[src/move_exec_pkg.sv]
// package for the data-move instruction group executor
// assumes a 16-bit instruction word presented one per machine cycle
package move_exec_pkg;

    localparam int INSTR_W = 16;
    localparam int DADDR_W = 7;
    localparam int LADDR_W = 5;
    localparam int NIB_W   = 4;

    // opcode prefixes, matched against the top bits of the word
    localparam logic [7:0] OP_TIMER_A_SET  = 8'h10;
    localparam logic [7:0] OP_TIMER_B_SET  = 8'h11;
    localparam logic [8:0] OP_A_RELOAD_LO  = 9'h022;
    localparam logic [8:0] OP_A_RELOAD_HI  = 9'h029;
    localparam logic [8:0] OP_B_RELOAD_LO  = 9'h02A;
    localparam logic [8:0] OP_B_RELOAD_HI  = 9'h02B;
    localparam logic [6:0] OP_LCD_TO_WR    = 7'h23;
    localparam logic [4:0] OP_MEM_TO_WR    = 5'h1D;
    localparam logic [4:0] OP_IND_READ     = 5'h19;
    localparam logic [4:0] OP_IND_WRITE    = 5'h1B;
    localparam logic [8:0] OP_PAGE_LOAD    = 9'h0BD;
    localparam logic [8:0] OP_CARRY_READ   = 9'h0B2;
    localparam logic [8:0] OP_HOLD_UPPER   = 9'h093;

    // working registers sit at the bottom of data memory
    localparam logic [2:0] WR_PAGE         = 3'h0;
    localparam logic [3:0] PAGE_RESET      = 4'h0;
    localparam logic [7:0] TIMER_RESET     = 8'h00;
    localparam logic [3:0] NIB_ZERO        = 4'h0;

    // data-memory port bundle
    typedef struct packed {
        logic               we;
        logic [DADDR_W-1:0] waddr;
        logic [NIB_W-1:0]   wdata;
    } mem_wr_t;

    typedef enum logic [1:0] {
        ST_FETCH = 2'b01,
        ST_IND   = 2'b10
    } exec_state_t;

endpackage

[src/move_exec.sv]
// executor for timer, lcd, page and memory move instructions
// decodes one 16-bit word per machine cycle; indirect moves take two
// assumes an asynchronous-read data memory and lcd ram outside
// assumes the core flags and hold causes come from logic on this clock
// assumes the core applies mem_wr one cycle after the decode cycle
// Overview of operation
// RULE_01 - prefix 00010000 loads an immediate into timer a and starts it.
// RULE_02 - prefix 00010001 loads an immediate into timer b and starts it.
// RULE_03 - opcode 000100010 copies the addressed nibble to timer a reload low.
// RULE_04 - opcode 000101001 copies the addressed nibble to timer a reload high.
// RULE_05 - opcode 000101010 copies the addressed nibble to timer b reload low.
// RULE_06 - opcode 000101011 copies the addressed nibble to timer b reload high.
// RULE_07 - prefix 0100011 copies an lcd ram nibble into a working register.
// RULE_08 - direct operands address data memory through the low seven bits.
// RULE_09 - prefix 11101 copies the addressed nibble into a working register.
// RULE_10 - prefix 11001 reads page*10h plus operand in two cycles.
// RULE_11 - prefix 11011 writes a working register to page*10h plus operand.
// RULE_12 - opcode 010111101 loads the addressed nibble into the page register.
// RULE_13 - carry read puts the carry in bit 0 of accumulator and memory.
// RULE_14 - hold cause read loads both; bit 0 is the divider or pin cause.
// RULE_15 - bit 1 of the hold cause read is the timer b underflow cause.
// RULE_16 - reserved hold cause bits read zero; zero flag follows the value.
`timescale 1ns/1ns
module move_exec
    import move_exec_pkg::*;
(
    // clock and reset
    input  wire logic                 clk,
    input  wire logic                 rst_n,
    // instruction stream
    input  wire logic                 instr_valid,
    input  wire logic [INSTR_W-1:0]   instr,
    output logic                      instr_ready,
    // data memory
    output logic [DADDR_W-1:0]        mem_raddr,
    input  wire logic [NIB_W-1:0]     mem_rdata,
    output mem_wr_t                   mem_wr,
    // lcd ram
    output logic [LADDR_W-1:0]        lcd_raddr,
    input  wire logic [NIB_W-1:0]     lcd_ram_nibble,
    // core flags and hold causes
    input  wire logic                 carry_flag,
    input  wire logic                 hold_cause_div_or_pin,
    input  wire logic                 hold_cause_timer_b,
    // timers
    output logic [7:0]                timer_a_load,
    output logic                      timer_a_start,
    output logic [7:0]                timer_b_load,
    output logic                      timer_b_start,
    output logic [NIB_W-1:0]          timer_a_reload_low,
    output logic [NIB_W-1:0]          timer_a_reload_high,
    output logic [NIB_W-1:0]          timer_b_reload_low,
    output logic [NIB_W-1:0]          timer_b_reload_high,
    // core state
    output logic [NIB_W-1:0]          page_reg,
    output logic [NIB_W-1:0]          accumulator,
    output logic                      zero_flag
);

    ////////////////////////////////////////////////////////////////////////
    // decode

    exec_state_t state_q;
    exec_state_t state_d;
    logic [INSTR_W-1:0]    ind_instr_q;
    logic [DADDR_W-1:0]    ind_addr_q;

    // instruction fields; prefix widths follow the opcode families
    wire [7:0]         op8      = instr[15:8];
    wire [8:0]         op9      = instr[15:7];
    wire [6:0]         op7      = instr[15:9];
    wire [4:0]         op5      = instr[15:11];
    wire [7:0]         imm      = instr[7:0];
    wire [DADDR_W-1:0] dir_addr = instr[DADDR_W-1:0];         // RULE_08
    wire [3:0]         wr_sel   = instr[10:7];
    wire [3:0]         lcd_wsel = instr[3:0];
    wire               in_fetch = (state_q == ST_FETCH);
    wire               go       = instr_valid && in_fetch;

    // timer immediates
    wire dec_ta_set  = go && (op8 == OP_TIMER_A_SET);
    wire dec_tb_set  = go && (op8 == OP_TIMER_B_SET);

    // reload nibbles; the timer a reload low code shares its top byte with
    // the timer b set prefix, so that word both starts timer b and loads
    // the reload nibble, which is what the two codes together ask for
    wire dec_ta_lo   = go && (op9 == OP_A_RELOAD_LO);
    wire dec_ta_hi   = go && (op9 == OP_A_RELOAD_HI);
    wire dec_tb_lo   = go && (op9 == OP_B_RELOAD_LO);
    wire dec_tb_hi   = go && (op9 == OP_B_RELOAD_HI);

    // working register moves
    wire dec_lcd     = go && (op7 == OP_LCD_TO_WR);
    wire dec_mem_wr  = go && (op5 == OP_MEM_TO_WR);
    wire dec_ind_rd  = go && (op5 == OP_IND_READ);
    wire dec_ind_wr  = go && (op5 == OP_IND_WRITE);

    // page load, carry read and hold cause read
    wire dec_page    = go && (op9 == OP_PAGE_LOAD);
    wire dec_carry   = go && (op9 == OP_CARRY_READ);
    wire dec_hold    = go && (op9 == OP_HOLD_UPPER);

    ////////////////////////////////////////////////////////////////////////
    // indirect address: page bits 2..0 select a 16-nibble bank

    wire [DADDR_W-1:0] ind_addr = {page_reg[2:0], mem_rdata};     // RULE_10

    wire [NIB_W-1:0] carry_nib = {3'b000, carry_flag};             // RULE_13
    wire [NIB_W-1:0] hold_nib  = {2'b00, hold_cause_timer_b,       // RULE_15
                                  hold_cause_div_or_pin};          // RULE_14

    ////////////////////////////////////////////////////////////////////////
    // second cycle of an indirect move

    // the second cycle reads the target nibble for a read, or the working
    // register for a write; the pointer was latched in the first cycle
    wire               in_ind      = (state_q == ST_IND);
    wire               ind_is_read = (ind_instr_q[15:11] == OP_IND_READ);
    wire [3:0]         ind_wsel    = ind_instr_q[10:7];
    wire               sel_ind_rd  = in_ind && ind_is_read;
    wire               sel_ind_wr  = in_ind && !ind_is_read;
    wire [DADDR_W-1:0] wreg_addr   = {WR_PAGE, ind_wsel};

    ////////////////////////////////////////////////////////////////////////
    // read ports

    assign instr_ready = in_fetch;
    assign lcd_raddr   = instr[8:4];                           // RULE_07
    // the port serves the direct operand except in an indirect second cycle
    assign mem_raddr   = sel_ind_rd ? ind_addr_q :             // RULE_10
                         sel_ind_wr ? wreg_addr  :             // RULE_11
                                      dir_addr;

    // only the indirect moves need a second cycle; every other code retires
    // in the cycle it is taken, so fetch is the common state
    always_comb begin
        state_d = state_q;
        case (state_q)
            ST_FETCH: if (dec_ind_rd || dec_ind_wr) state_d = ST_IND;
            ST_IND:   state_d = ST_FETCH;
            default:  state_d = ST_FETCH;
        endcase
    end

    // data-memory write selection, one write per cycle at most
    mem_wr_t wr_d;
    always_comb begin
        wr_d.we    = 1'b0;
        wr_d.waddr = dir_addr;
        wr_d.wdata = NIB_ZERO;
        if (in_ind && ind_is_read) begin
            wr_d.we    = 1'b1;
            wr_d.waddr = {WR_PAGE, ind_wsel};                      // RULE_10
            wr_d.wdata = mem_rdata;
        end else if (in_ind) begin
            wr_d.we    = 1'b1;
            wr_d.waddr = ind_addr_q;                               // RULE_11
            wr_d.wdata = mem_rdata;
        end else if (dec_lcd) begin
            wr_d.we    = 1'b1;
            wr_d.waddr = {WR_PAGE, lcd_wsel};                      // RULE_07
            wr_d.wdata = lcd_ram_nibble;
        end else if (dec_mem_wr) begin
            wr_d.we    = 1'b1;
            wr_d.waddr = {WR_PAGE, wr_sel};                        // RULE_09
            wr_d.wdata = mem_rdata;
        end else if (dec_carry) begin
            wr_d.we    = 1'b1;
            wr_d.wdata = carry_nib;                                // RULE_13
        end else if (dec_hold) begin
            wr_d.we    = 1'b1;
            wr_d.wdata = hold_nib;                                 // RULE_14
        end
    end

    // accumulator load and the zero flag that tracks it
    wire             acc_we = dec_carry || dec_hold;
    wire [NIB_W-1:0] acc_d  = dec_carry ? carry_nib : hold_nib;

    ////////////////////////////////////////////////////////////////////////
    // registers

    always_ff @(posedge clk) begin
        if (!rst_n) begin
            state_q <= ST_FETCH;
        end else begin
            state_q <= state_d;
        end
    end

    // the pointer is formed in the first cycle, while the direct operand
    // is still on the read port; the second cycle needs the port itself
    always_ff @(posedge clk) begin
        if (!rst_n) begin
            ind_instr_q <= '0;
            ind_addr_q  <= '0;
        end else if (dec_ind_rd || dec_ind_wr) begin
            ind_instr_q <= instr;
            ind_addr_q  <= ind_addr;                            // RULE_11
        end
    end

    // registered write keeps the memory port free of decode glitches
    always_ff @(posedge clk) begin
        if (!rst_n) begin
            mem_wr <= '0;
        end else begin
            mem_wr <= wr_d;
        end
    end

    ////////////////////////////////////////////////////////////////////////
    // timers

    // timer a value, held until the next set
    always_ff @(posedge clk) begin
        if (!rst_n) begin
            timer_a_load <= TIMER_RESET;
        end else if (dec_ta_set) begin
            timer_a_load <= imm;                                   // RULE_01
        end
    end

    // start pulse rises on the same edge as the value it starts
    always_ff @(posedge clk) begin
        if (!rst_n) begin
            timer_a_start <= 1'b0;
        end else begin
            timer_a_start <= dec_ta_set;                           // RULE_01
        end
    end

    // timer b value, held until the next set
    always_ff @(posedge clk) begin
        if (!rst_n) begin
            timer_b_load <= TIMER_RESET;
        end else if (dec_tb_set) begin
            timer_b_load <= imm;                                   // RULE_02
        end
    end

    // one-cycle pulse; the timer itself keeps counting afterwards
    always_ff @(posedge clk) begin
        if (!rst_n) begin
            timer_b_start <= 1'b0;
        end else begin
            timer_b_start <= dec_tb_set;                           // RULE_02
        end
    end

    ////////////////////////////////////////////////////////////////////////
    // reload nibbles, one flop group per timer half

    wire  [3:0]       reload_we;
    logic [NIB_W-1:0] reload_q [4];
    assign reload_we[0] = dec_ta_lo;                               // RULE_03
    assign reload_we[1] = dec_ta_hi;                               // RULE_04
    assign reload_we[2] = dec_tb_lo;                               // RULE_05
    assign reload_we[3] = dec_tb_hi;                               // RULE_06

    for (genvar g = 0; g < 4; g++) begin : g_reload
        always_ff @(posedge clk) begin
            if (!rst_n) begin
                reload_q[g] <= NIB_ZERO;
            end else if (reload_we[g]) begin
                reload_q[g] <= mem_rdata;
            end
        end
    end

    assign timer_a_reload_low  = reload_q[0];
    assign timer_a_reload_high = reload_q[1];
    assign timer_b_reload_low  = reload_q[2];
    assign timer_b_reload_high = reload_q[3];

    ////////////////////////////////////////////////////////////////////////
    // page register, accumulator and zero flag

    // all four page bits are kept, only the low three form the pointer
    always_ff @(posedge clk) begin
        if (!rst_n) begin
            page_reg <= PAGE_RESET;
        end else if (dec_page) begin
            page_reg <= mem_rdata;                                 // RULE_12
        end
    end

    // only the carry and hold cause reads of this group touch it
    always_ff @(posedge clk) begin
        if (!rst_n) begin
            accumulator <= NIB_ZERO;
        end else if (acc_we) begin
            accumulator <= acc_d;                                  // RULE_13
        end
    end

    // set out of reset to match the cleared accumulator
    always_ff @(posedge clk) begin
        if (!rst_n) begin
            zero_flag <= 1'b1;
        end else if (acc_we) begin
            zero_flag <= (acc_d == NIB_ZERO);                      // RULE_16
        end
    end

endmodule // move_exec

[config.mk]
export PLATFORM = sky130hd
export DESIGN_NAME = move_exec
export DESIGN_NICKNAME = d
export VERILOG_FILES = /design/src/move_exec_pkg.sv /design/src/move_exec.sv
export SDC_FILE = /design/constraint.sdc
export NUM_CORES = 1
export LEC_CHECK = 0
export BUFFER_PORTS_ARGS = -buffer_cell sky130_fd_sc_hd__buf_4
export CORE_ASPECT_RATIO = 1.25
export CORE_MARGIN = 10
export CORE_UTILIZATION = 40
export DETAILED_ROUTE_END_ITERATION = 6
export PLACE_DENSITY = 0.72
export SYNTH_ARGS = -nofsm -noshare
export SYNTH_HDL_FRONTEND = slang
export SYNTH_SLANG_ARGS = --single-unit
[constraint.sdc]
create_clock -name clk -period 4.75 [get_ports clk]
set_clock_uncertainty 0.2 [all_clocks]
set_input_delay 0.475 -clock clk [delete_from_list [all_inputs] [get_ports clk]]
set_output_delay 0.475 -clock clk [all_outputs]
set_load 0.03 [all_outputs]
# ---- Word-level counts from Yosys, hierarchy flattened
# Memories as Yosys holds them, arrays and structs flattened.
# Index checks and enable logic that the tools add are counted.
dict set report totals {
  register_bits 64
  out_inout_bits 68
  memories 1
  input_bits 30
  mem_bits_rw 16
  elab_cells 88
}
dict set report classes {
  n_bitwise 5
  reduce_logical 22
  eq_ne 16
  muxes 30
}
# name depth width rd rd_clocked_by_memory_dff write_ports line
set mem_list {}
lappend mem_list {reload_q 4 4 4 0 4 move_exec.sv:255} ;# logic [NIB_W-1:0] reload_q [4];
# operator count
set op_table {}
lappend op_table {{equality test 9 x 6 -> 1 bit, second input constant} 4}
lappend op_table {{two-way mux 12 bit} 3}
lappend op_table {{equality test 9 x 8 -> 1 bit, second input constant} 3}
lappend op_table {{two-way mux 7 bit} 3}
lappend op_table {{equality test 5 bit, second input constant} 4}
lappend op_table {{two-way mux 4 bit} 5}
lappend op_table {{equality test 8 x 5 -> 1 bit, second input constant} 2}
lappend op_table {{logical AND 1 bit} 16}
lappend op_table {{two-way mux 1 bit} 16}
lappend op_table {{equality test 7 x 6 -> 1 bit, second input constant} 1}
lappend op_table {{two-way mux 2 bit} 3}
lappend op_table {{logical NOT 4 bit} 1}
lappend op_table {{bitwise OR 1 bit} 4}
lappend op_table {{equality test 2 x 1 -> 1 bit, second input constant} 1}
lappend op_table {{equality test 2 bit, second input constant} 1}
lappend op_table {{logical OR 1 bit} 2}
lappend op_table {{AND reduction 2 bit} 1}
lappend op_table {{OR reduction 2 bit} 1}
lappend op_table {{logical NOT 1 bit} 1}
lappend op_table {{inverter 1 bit} 1}

# ---- Depth between registers and ports, before layout
# Gate-level depths: netlist (run 1).
dict set report logic_depth {
  ltp_word 9
  depth_mapped 6
  ltp_nobuf 4
}

# ---- Least setup slack after synthesis (run 1)
# Ideal clock, no wire load.
dict set report synth_path {
  kind {register to output}
  start {reg ind_instr_q[12]}
  end {out mem_raddr[4]}
  required_time_ns 4.075
  arrival_ns 1.669
  path_buffers 1
  path_slack_ns 2.406
  stages_incl_launch_ff 5
  path_cell_list {dfxtp_1 > nor2_1 > nand4_1 > clkbuf_1 > o21ai_0}
}
dict set report synth_via {
  elab_chain_cells 5
  word_cells_on_any_way 6
  classes_between {eq/ne (1); mux (2); reduce/logical (3)}
}
# element line
set synth_lines {}
lappend synth_lines {{from (decl)} move_exec.sv:65} ;# logic [INSTR_W-1:0] ind_instr_q;
lappend synth_lines {{from (signal assigned)} move_exec.sv:198} ;# ind_instr_q <= instr;
lappend synth_lines {{equality test 5 bit (*)} move_exec.sv:118} ;# wire ind_is_read = (ind_instr_q[15:11] == OP_IND_READ);
lappend synth_lines {{logical NOT 1 bit} move_exec.sv:121} ;# wire sel_ind_wr = in_ind && !ind_is_read;
lappend synth_lines {{logical AND 1 bit} move_exec.sv:121}
lappend synth_lines {{two-way mux 7 bit} move_exec.sv:131} ;# sel_ind_wr ? wreg_addr :
lappend synth_lines {{two-way mux 7 bit (*)} move_exec.sv:130} ;# assign mem_raddr = sel_ind_rd ? ind_addr_q :
lappend synth_lines {{to (decl)} move_exec.sv:35} ;# output logic [DADDR_W-1:0] mem_raddr,
# Every way passes the cells marked *; elsewhere a longest branch is shown, timed or not.

# ---- Worst setup path after layout (run 1)
dict set report layout_path {
  start {reg ind_instr_q[12]}
  end {out mem_raddr[1]}
}
# The elaborated chain is that of the path after synthesis.

==> results of run 1 <==
==> critical path, delay by kind of cell, from the launching register on <==
kind | cells | cell delay (ns)
buffers and inverters | 1 | 0.21
and+or+nand+nor | 2 | 0.76
muxes | 1 | 0.29
AOI/OAI and AO/OA | 1 | 0.24
DFF | 1 | 0.31
==> path summary, 6_finish.rpt <==
| kind | start | end | slack [ns] | depth (start not counted) |
|---|---|---|---|---|
| max | ind_instr_q[12] | mem_raddr[1] | 1.91 | 5 |
| max reg2reg | state_q[1] | mem_wr[11] | 2.53 | 4 |
| min reg2reg | ind_instr_q[13] | ind_instr_q[13] | 0.25 | 2 |
| min | lcd_ram_nibble[3] | mem_wr[3] | 0.16 | 3 |
==> where the power goes <==
group / total [W] / leakage, nW / internal, W / switching, W
registers: 0.000628 / 0.615 / 0.000625 / 0.00000371
logic: 0.000133 / 0.998 / 0.0000471 / 0.0000859
clock network: 0.000590 / 0.120 / 0.000350 / 0.000239
==> through the flow <==
stage | hold slack [ns] | area, um^2
floorplan | 0.2096 | 3147
finish | 0.1563 | 4086
global placement | 0.2189 | 3842
global route | 0.1412 | 4086
detailed placement | 0.2366 | 3842
CTS | 0.1481 | 4086
==> layer usage <==
metal  vias to the layer above  GRT usage [%]
met5                         -              0
met4                         0          5.745
met3                        15          4.569
met2                        66          25.65
met1                      1221          14.42
li1                       1287              -
==> layout by cell type, fill, tap and decap left out, drive strengths merged, types with 6 or more instances in the layout <==
cell type | synthesis | routed
and2 | 16 | 16
buf | 17 | 96
clkbuf | 9 | 9
dfxtp | 55 | 55
edfxtp | 16 | 16
mux2i | 27 | 27
nand2 | 26 | 26
nand3 | 21 | 21
nand4 | 6 | 6
nor2 | 35 | 35
o21ai | 31 | 31
o22ai | 8 | 8
==> cells by family (layout without fill, tap and decap cells) <==
family,Yosys count,after routing,share of synthesized area (%)
multiplexers,27,27,8.599
buffers and inverters,30,116,5.255
AO/OA/AOI/OAI,58,58,11.15
flip-flops,71,71,50.32
AND/OR/NAND/NOR,131,131,24.56
other,1,2,0.1193
==> cell type report <==
type                            instances  area (um^2)
Tap cell                               95        118.9
Inverter                                4        15.01
Clock inverter                          7        120.1
Multi-Input combinational cell        218         1406
Fill cell                             715         3661
Sequential cell                        71         1582
Timing Repair Buffer                   96        720.7
Clock buffer                            9        123.9
==> out/metrics.cfg, run 1 <==
[run_status]
status=finished, final reports clean

[sta]
rsz0062_at_grt=no
relSlewSlack_pct=29.62
min_period_ns=2.837
fmax_ghz=0.3525
fin_crit_sh_pct=59.73
max_slew.worst_pin.slew_ns=1.055
drv_slew=0
finalSetupViolCount=0
finalSetupTns_ns=0
hold_viol=0
setup_ws_ns=1.913

[clock_network]
htreeDepth=3
cts_root_buf=clkbuf_8
numCtsBuffers=9
cts_tree=yes
cts_hold_buf=0
postCtsSetupBuffers=0
cts_resized=0
insertion_delay_ns=0.35
clock_sinks=71
clockBufferDepth=2
path_clk_slew_ns=0.08

[finish]
largest_reg_flops=16
regMostFlops=reload_q
syn_to_final_growth_pct=30.02
final_nets=430
post_route_cells_drive_above_1_share_pct=31.36
finalNonFillerCells=500
final_util_pct=52.75
antenna_cells=0
top_regs=reload_q: 16 flops, mem_wr: 12 flops, ind_instr_q: 9 flops

[route]
routed_wl_um=8491
vias=2589
firstDrtPassIters=4
met1_length_um=3269
wl_met3_um=472
drt_iter0_drc=173
wl_met2_um=4523
wl_per_cell_um=16.98
drtAntennaViolNets=0
post-route-drc-count=0
viasPerCell=5.178
highest_layer=met4

[global_route]
grt_max_degree=42
antenna_found_initial=0
gr-total-overflow=0
grt_pass1_vias=2681
grt_usage_pct=14.12
grt_pass1_wl_um=13460

[synthesis]
syn-instance-count=318
synth_area_per_cell_um2=9.884
synthTopCellsByArea=dfxtp_1 (35%), edfxtp_1 (15%), mux2i_1 (8.6%)
synth_top_area_cell=dfxtp_1
synth_edf_count=16
ys_seq_area_share_pct=50.32
netlist_area_mm2=0.003143
ys_async_sr_fraction_pct=0
post-synth-top-area-fraction_pct=35.03
synth.most_common_cell=dfxtp_1
postSynth.topFlopCell=dfxtp_1
synth_common_cells=dfxtp_1 (55), nor2_1 (33), o21ai_0 (31)
synth_cell_types=49
yosys_warnings=0
synth_seq_cells=71

[setup_path]
start_kind=register
crit_path_cell_trace=nor2_1 -> nand4_1 -> mux2i_1 -> o21ai_0 -> buf_4
cp-end-kind=primary output
crit_fanout=15
critPathMaxStageDelay_ns=0.66
required_ns=4.07
path_class=register to primary output
crit_slowest_cell=nand4_1
cp.arrival_ns=2.16

[place]
dpl.cell_count=484
place_congestion=0.8009
pre_cts_slack_ns=2.263
port_buffers=95
hpwl_um=6438

[floorplanning]
die_y_um=119.1
core-area_mm2=0.007747
core.rowCount=36
die_x_um=99.29
dieArea_mm2=0.01183
io_pins=98
start_util_pct=40.57

[pwr]
leakagePower_nw=1.732
ir_drop_v=0.0002223
power.total_w=0.001351
power_density_mw_per_mm2=330.6

[flow_run]
drv_cap=0

[min_path]
worst_hold_path_type=input port to register

Note: power is estimated with default switching activity, not from simulation.
==> inputs of run 2 (changes only) <==
- ABC_AREA: default -> 1
- PLACE_DENSITY: 0.72 -> 0.75
- clock period: 4.75 -> 2.4 ns (I/O delays scaled with it)
==> out/metrics.cfg, run 2 <==
[run_status]
status=finished, final reports clean  ; unchanged

[route]
drt_iter0_drc=175  ; was 173
vias=2958  ; was 2589
wl_per_cell_um=15.65  ; was 16.98 um
routed_wl_um=9250  ; was 8491 um
post-route-drc-count=0  ; unchanged
firstDrtPassIters=5  ; was 4
drtAntennaViolNets=0  ; unchanged
viasPerCell=5.005  ; was 5.178

[min_path]
worst_hold_path_type=input port to register  ; unchanged

[sta]
finalSetupViolCount=0  ; unchanged
finalSetupTns_ns=0  ; unchanged
drv_slew=0  ; unchanged
max_slew.worst_pin.slew_ns=0.6411  ; was 1.055 ns
hold_viol=0  ; unchanged
fmax_ghz=0.4506
fin_crit_sh_pct=92.47
relSlewSlack_pct=56.81  ; was 29.62%
min_period_ns=2.219
rsz0062_at_grt=no  ; unchanged

[pwr]
ir_drop_v=0.0003527  ; was 0.0002223 V
leakagePower_nw=1.889  ; was 1.732 nW
power_density_mw_per_mm2=594.9  ; was 330.6 mW/mm^2
power.total_w=0.002523  ; was 0.001351 W

[flow_run]
drv_cap=0  ; unchanged

[floorplanning]
die_y_um=118.8  ; was 119.1 um
start_util_pct=41.69  ; was 40.57%
core-area_mm2=0.007488  ; was 0.007747 mm^2
io_pins=98  ; unchanged
core.rowCount=35  ; was 36
dieArea_mm2=0.01176  ; was 0.01183 mm^2
die_x_um=99.02  ; was 99.29 um

[finish]
largest_reg_flops=16  ; unchanged
regMostFlops=reload_q  ; unchanged
final_nets=524  ; was 430
post_route_cells_drive_above_1_share_pct=28.06  ; was 31.36%
layout_commonest_cell=buf_4  ; unchanged
layout_common_cells=buf_4 (100), nand2_1 (59), dfxtp_1 (55)  ; was buf_4 (96), dfxtp_1 (55), nor2_1 (33)
top_regs=reload_q: 16 flops, mem_wr: 12 flops, ind_instr_q: 9 flops  ; unchanged
antenna_cells=0  ; unchanged
syn_to_final_growth_pct=35.87  ; was 30.02%

[synthesis]
synth.most_common_cell=nand2_1  ; was dfxtp_1
syn-instance-count=384  ; was 318
post-synth-top-area-fraction_pct=35.27  ; was 35.03%
synth_seq_cells=71  ; unchanged
postSynth.topFlopCell=dfxtp_1  ; unchanged
synth_edf_count=16  ; unchanged
ys_async_sr_fraction_pct=0  ; unchanged
synth_area_per_cell_um2=8.130  ; was 9.884 um^2
synth_top_area_cell=dfxtp_1  ; unchanged
yosys_warnings=0  ; unchanged
netlist_area_mm2=0.003122  ; was 0.003143 mm^2
synth_common_cells=nand2_1 (60), dfxtp_1 (55), nor2_1 (51)  ; was dfxtp_1 (55), nor2_1 (33), o21ai_0 (31)
synthTopCellsByArea=dfxtp_1 (35%), edfxtp_1 (15%), nand2_1 (7.2%)  ; was dfxtp_1 (35%), edfxtp_1 (15%), mux2i_1 (8.6%)
ys_seq_area_share_pct=50.66  ; was 50.32%
synth_cell_types=32  ; was 49

[setup_path]
crit_fanout=6  ; was 15
required_ns=2.20  ; was 4.07 ns
reg2reg_slack_ns=0.28  ; was 2.53 ns
cp.arrival_ns=2.01  ; was 2.16 ns
path_class=input port to register  ; was register to primary output
start_kind=input port  ; was register
cp-end-kind=register  ; was primary output

[global_route]
grt_max_degree=30  ; was 42
grt_usage_pct=15.21  ; was 14.12%
grt_pass1_wl_um=14630  ; was 13460 um
grt_pass1_vias=2878  ; was 2681
gr-total-overflow=0  ; unchanged
antenna_found_initial=0  ; unchanged

[place]
hpwl_um=6949  ; was 6438 um
port_buffers=95  ; unchanged
place_congestion=0.9218  ; was 0.8009

[clock_network]
insertion_delay_ns=0.36  ; was 0.35 ns
cts_root_buf=clkbuf_8  ; unchanged
cts_tree=yes  ; unchanged
clockBufferDepth=2  ; unchanged
numCtsBuffers=9  ; unchanged
htreeDepth=3  ; unchanged
path_clk_slew_ns=0.08  ; about the same
clock_sinks=71  ; unchanged

## run 2: cell types whose count changed after synthesis, sizes merged, moves of 8 or more
| cell | delta |
|---|---|
| nor2 | +20 |
| nand2 | +35 |
| mux2i | -27 |
| inv | +42 |
| nand3 | +8 |
| a21oi | +40 |
| and2 | -16 |
| o22ai | -8 |
## run 2: logic make-up after synthesis
| group | share of synthesized area, % |
|---|---|
| buffers and inverters | 10.22 |
| and+or+nand+nor | 23.97 |
| other | 0.1201 |
| DFF | 50.66 |
| AOI/OAI and AO/OA | 15.03 |
## run 2: what timing repair did
item | 4_1_cts | 5_1_grt
buffers inserted | 0 | 1
hold buffers | 17 | 0
setup endpoints to repair | 0 | 6
resized for setup | 0 | 3
endpoints found under the hold margin | 21 | 0
## run 2: through the flow
stage	cell area [um^2]	worst slack, ns	hold slack, ns	util [%]	instances
6_report	4242	0.1808	0.02488	56.64	591
5_1_grt	4242	0.04048	0.03626	56.64	591
4_1_cts	4223	0.1663	0.01483	56.39	590
3_5_place_dp	3850	0.3800	0.2370	51.41	557
3_3_place_gp	3850	0.4544	0.2328	51.41	557
2_1_floorplan	3126	0.5895	0.1843	-	385
## run 2: worst max-delay path: stages
cell,delay (ns)
dlygate4sd3_1,0.54
buf_4,0.15
nor2_1,0.14
nand3_1,0.10
nor2_1,0.09
nand2_1,0.18
o21ai_0,0.58
## run 2: worst paths after layout
kind / start / to / cells past startpoint
worst min register to register: ind_instr_q[13] / ind_instr_q[13] / 2
worst max-delay path: instr[9] / reload_q[0][3] / 7
worst max register to register: state_q[1] / mem_wr[3] / 6
worst min-delay path: instr[8] / ind_instr_q[8] / 3
## run 2: cell type report
type,count,area (um^2)
Inverter,48,188.9
Sequential cell,71,1582
Timing Repair Buffer,117,920.9
Tap cell,92,115.1
Multi-Input combinational cell,247,1232
Clock buffer,9,123.9
Fill cell,673,3247
Clock inverter,7,78.83
## run 2: layer usage
metal  GRT usage [%]  wire length (um)  vias to the layer above
met1           17.43              3824                     1348
li1                -                 -                     1471
met3           6.119               884                       14
met4           5.655               143                        0
met5               0                 0                        -
met2           24.68              4397                      125
## run 2: where the power goes
group	internal (W)	switching [W]	total [W]
Combinational	0.000111	0.000184	0.000295
Clock	0.000488	0.000491	0.000979
Sequential	0.00124	0.00000960	0.00125
Total	0.00184	0.000685	0.00252
==> inputs of run 3 (changes only) <==
--- a/config.mk
+++ b/config.mk
@@ -9,5 +9,5 @@
 export BUFFER_PORTS_ARGS = -buffer_cell sky130_fd_sc_hd__buf_4
 export CORE_ASPECT_RATIO = 1.25
-export CORE_MARGIN = 10
+export CORE_MARGIN = 1.5
 export CORE_UTILIZATION = 40
 export DETAILED_ROUTE_END_ITERATION = 6
==> constraint.sdc (replaced) <==
create_clock -name clk -period 2.4 [get_ports clk]
set_clock_uncertainty 0.2 [all_clocks]
set_input_delay 0.24 -clock clk [delete_from_list [all_inputs] [get_ports clk]]
set_output_delay 0.24 -clock clk [all_outputs]
set_load 0.005 [all_outputs]
==> out/metrics.cfg, run 3 (synthesis gave the netlist of run 2 again) <==
[run_status]
status=finished, final reports clean  ; unchanged

[finish]
regMostFlops=reload_q  ; unchanged
layout_commonest_cell=buf_4  ; unchanged
finalNonFillerCells=586  ; was 591
syn_to_final_growth_pct=33.03  ; was 35.87%
seq_area_mm2=0.001582  ; unchanged
largest_reg_flops=16  ; unchanged
top_regs=reload_q: 16 flops, mem_wr: 12 flops, ind_instr_q: 9 flops  ; unchanged
multi_input_area_mm2=0.001227  ; was 0.001232 mm^2
final_nets=519  ; was 524
layout_common_cells=buf_4 (98), nand2_1 (60), dfxtp_1 (55)  ; was buf_4 (100), nand2_1 (59), dfxtp_1 (55)
fillers=724  ; was 673
antenna_cells=0  ; unchanged
post_route_cells_drive_above_1_share_pct=27.33  ; was 28.06%
final_util_pct=55.46  ; was 56.64%

[global_route]
antenna_found_initial=0  ; unchanged
gr-total-overflow=0  ; unchanged
grt_max_degree=28  ; was 30
grt_usage_pct=20.88  ; was 15.21%
grt_pass1_vias=2747  ; was 2878
grt_pass1_wl_um=12910  ; was 14630 um

[floorplanning]
die_y_um=101.8  ; was 118.8 um
start_util_pct=41.69  ; unchanged
core.rowCount=35  ; unchanged
io_pins=98  ; unchanged
core-area_mm2=0.007488  ; unchanged
dieArea_mm2=0.008347  ; was 0.01176 mm^2
die_x_um=82.02  ; was 99.02 um

[sta]
hold_viol=0  ; unchanged
drv_slew=0  ; unchanged
fin_crit_sh_pct=92.59  ; was 92.47%
max_slew.worst_pin.slew_ns=0.6551  ; was 0.6411 ns
finalSetupTns_ns=0  ; unchanged
rsz0062_at_grt=no  ; unchanged
finalSetupViolCount=0  ; unchanged
relSlewSlack_pct=55.86  ; was 56.81%
fmax_ghz=0.4500  ; was 0.4506 GHz
min_period_ns=2.222  ; was 2.219 ns
setup_ws_ns=0.1777  ; was 0.1808 ns

[pwr]
power.total_w=0.002286  ; was 0.002523 W
clockPowerShare_pct=35.2  ; was 38.8%
p_int_w=0.001709  ; was 0.001838 W
power_density_mw_per_mm2=550.4  ; was 594.9 mW/mm^2
comb_power_share_pct=10.2  ; was 11.7%
ir_drop_v=0.0003215  ; was 0.0003527 V
p_sw_w=0.0005769  ; was 0.0006854 W
switching_share_pct=25.24  ; was 27.16%
leakagePower_nw=1.846  ; was 1.889 nW
seq_power_share_pct=54.7  ; was 49.5%

[clock_network]
clockBufferDepth=2  ; unchanged
numCtsBuffers=9  ; unchanged
clock_sinks=71  ; unchanged
htreeDepth=3  ; unchanged
cts_tree=yes  ; unchanged
path_clk_slew_ns=0.07  ; was 0.08 ns
cts_root_buf=clkbuf_8  ; unchanged
insertion_delay_ns=0.34  ; was 0.36 ns

[place]
dpl.cell_count=556  ; was 557
port_buffers=95  ; unchanged
pre_cts_slack_ns=0.3824  ; was 0.3800 ns
place_congestion=0.9469  ; was 0.9218
hpwl_um=6226  ; was 6949 um

[setup_path]
crit_slowest_cell=o21ai_0  ; unchanged
reg2reg_depth=6  ; unchanged
crit_fanout=6  ; unchanged
path_common_cell=nor2_1  ; unchanged
path_class=input port to register  ; unchanged
critPathMaxStageDelay_ns=0.59  ; was 0.58 ns
r2r-end=mem_wr[3]  ; unchanged
reg2reg_slack_ns=0.35  ; was 0.28 ns
crit_end=reload_q[0][3]  ; unchanged
crit_path_cell_trace=dlygate4sd3_1 -> buf_4 -> nor2_1 -> nand3_1 -> nor2_1 -> nand2_1 -> o21ai_0  ; unchanged
start_kind=input port  ; unchanged
cp.arrival_ns=2.00  ; was 2.01 ns
required_ns=2.18  ; was 2.20 ns
worstReg2RegStart=state_q[1]  ; unchanged
worstSetupStartpoint=instr[9]  ; unchanged
cp-end-kind=register  ; unchanged

[min_path]
worst_hold_path_type=input port to register  ; unchanged

[route]
vias=2978  ; was 2958
firstDrtPassIters=4  ; was 5
viasPerCell=5.082  ; was 5.005
routed_wl_um=8405  ; was 9250 um
wl_per_cell_um=14.34  ; was 15.65 um
drtAntennaViolNets=0  ; unchanged
post-route-drc-count=0  ; unchanged
drt_iter0_drc=247  ; was 175

[flow_run]
drv_cap=0  ; unchanged

run 3: cell types whose count changed in the layout (fill, tap and decap cells not counted), sizes merged:
cell	previous run	this run
inv	48	46
dlygate4sd3	17	14
buf	100	98
bufinv	1	0
clkinvlp	4	3
clkinv	2	6
run 3: worst max-delay path, delay by kind of cell:
family,cells,cell delay [ns]
buffers and inverters,2,0.68
AO/OA/AOI/OAI,1,0.59
AND/OR/NAND/NOR,4,0.50
run 3: repair_timing:
item / 4_1_cts / 5_1_grt
setup endpoints to repair: 0 / 4
gates resized for setup: 0 / 3
setup buffers: 0 / 0
hold endpoints to repair: 18 / 0
hold buffers: 14 / 0
run 3: routing by layer:
layer  wire length, um  global-route usage, %  vias to the layer above
met5                 0                      0                        -
met4               183                  8.866                        0
met3               667                  5.676                       15
met2              4156                  34.62                      139
met1              3398                  25.18                     1364
li1                  -                      -                     1460
run 3: layout make-up:
| class | instances | area share [%] |
|---|---|---|
| clock buffer | 9 | 2.983 |
| multi-input combinational | 247 | 29.56 |
| inverter | 48 | 4.550 |
| tap | 92 | 2.772 |
| sequential | 71 | 38.08 |
| timing repair buffer | 112 | 21.09 |
| clock inverter | 7 | 0.9641 |
run 3: power by group through the flow:
stage / logic, W / registers, W / clock network (W)
finish: 0.000233 / 0.00125 / 0.000804
global route: 0.000254 / 0.00125 / 0.000878
CTS: 0.000231 / 0.00125 / 0.000832
detailed placement: 0.000215 / 0.00128 / 0
global placement: 0.000215 / 0.00128 / 0
floorplan: 0.000104 / 0.00128 / 0
run 3: how the worst min path moves through the flow:
stage / startpoint / endpoint / slack (ns) / cells after the start
after detailed placement: ind_instr_q[13] / ind_instr_q[13] / 0.24 / 2
after global routing: instr[4] / mem_wr[8] / 0.01 / 3
final: mem_rdata[0] / page_reg[0] / 0.02 / 3
after floorplan: mem_rdata[2] / mem_wr[2] / 0.18 / 2
after CTS: instr[4] / mem_wr[8] / 0.002 / 3
after global placement: timer_a_load[1] / timer_a_load[1] / 0.23 / 2
run 3: per-stage QoR:
step                      hold WS [ns]  cell area, um^2
after floorplan                 0.1843             3126
after global placement          0.2317             3842
after detailed placement        0.2366             3842
after global routing           0.01300             4153
final                          0.01757             4153
after CTS                     0.002446             4146
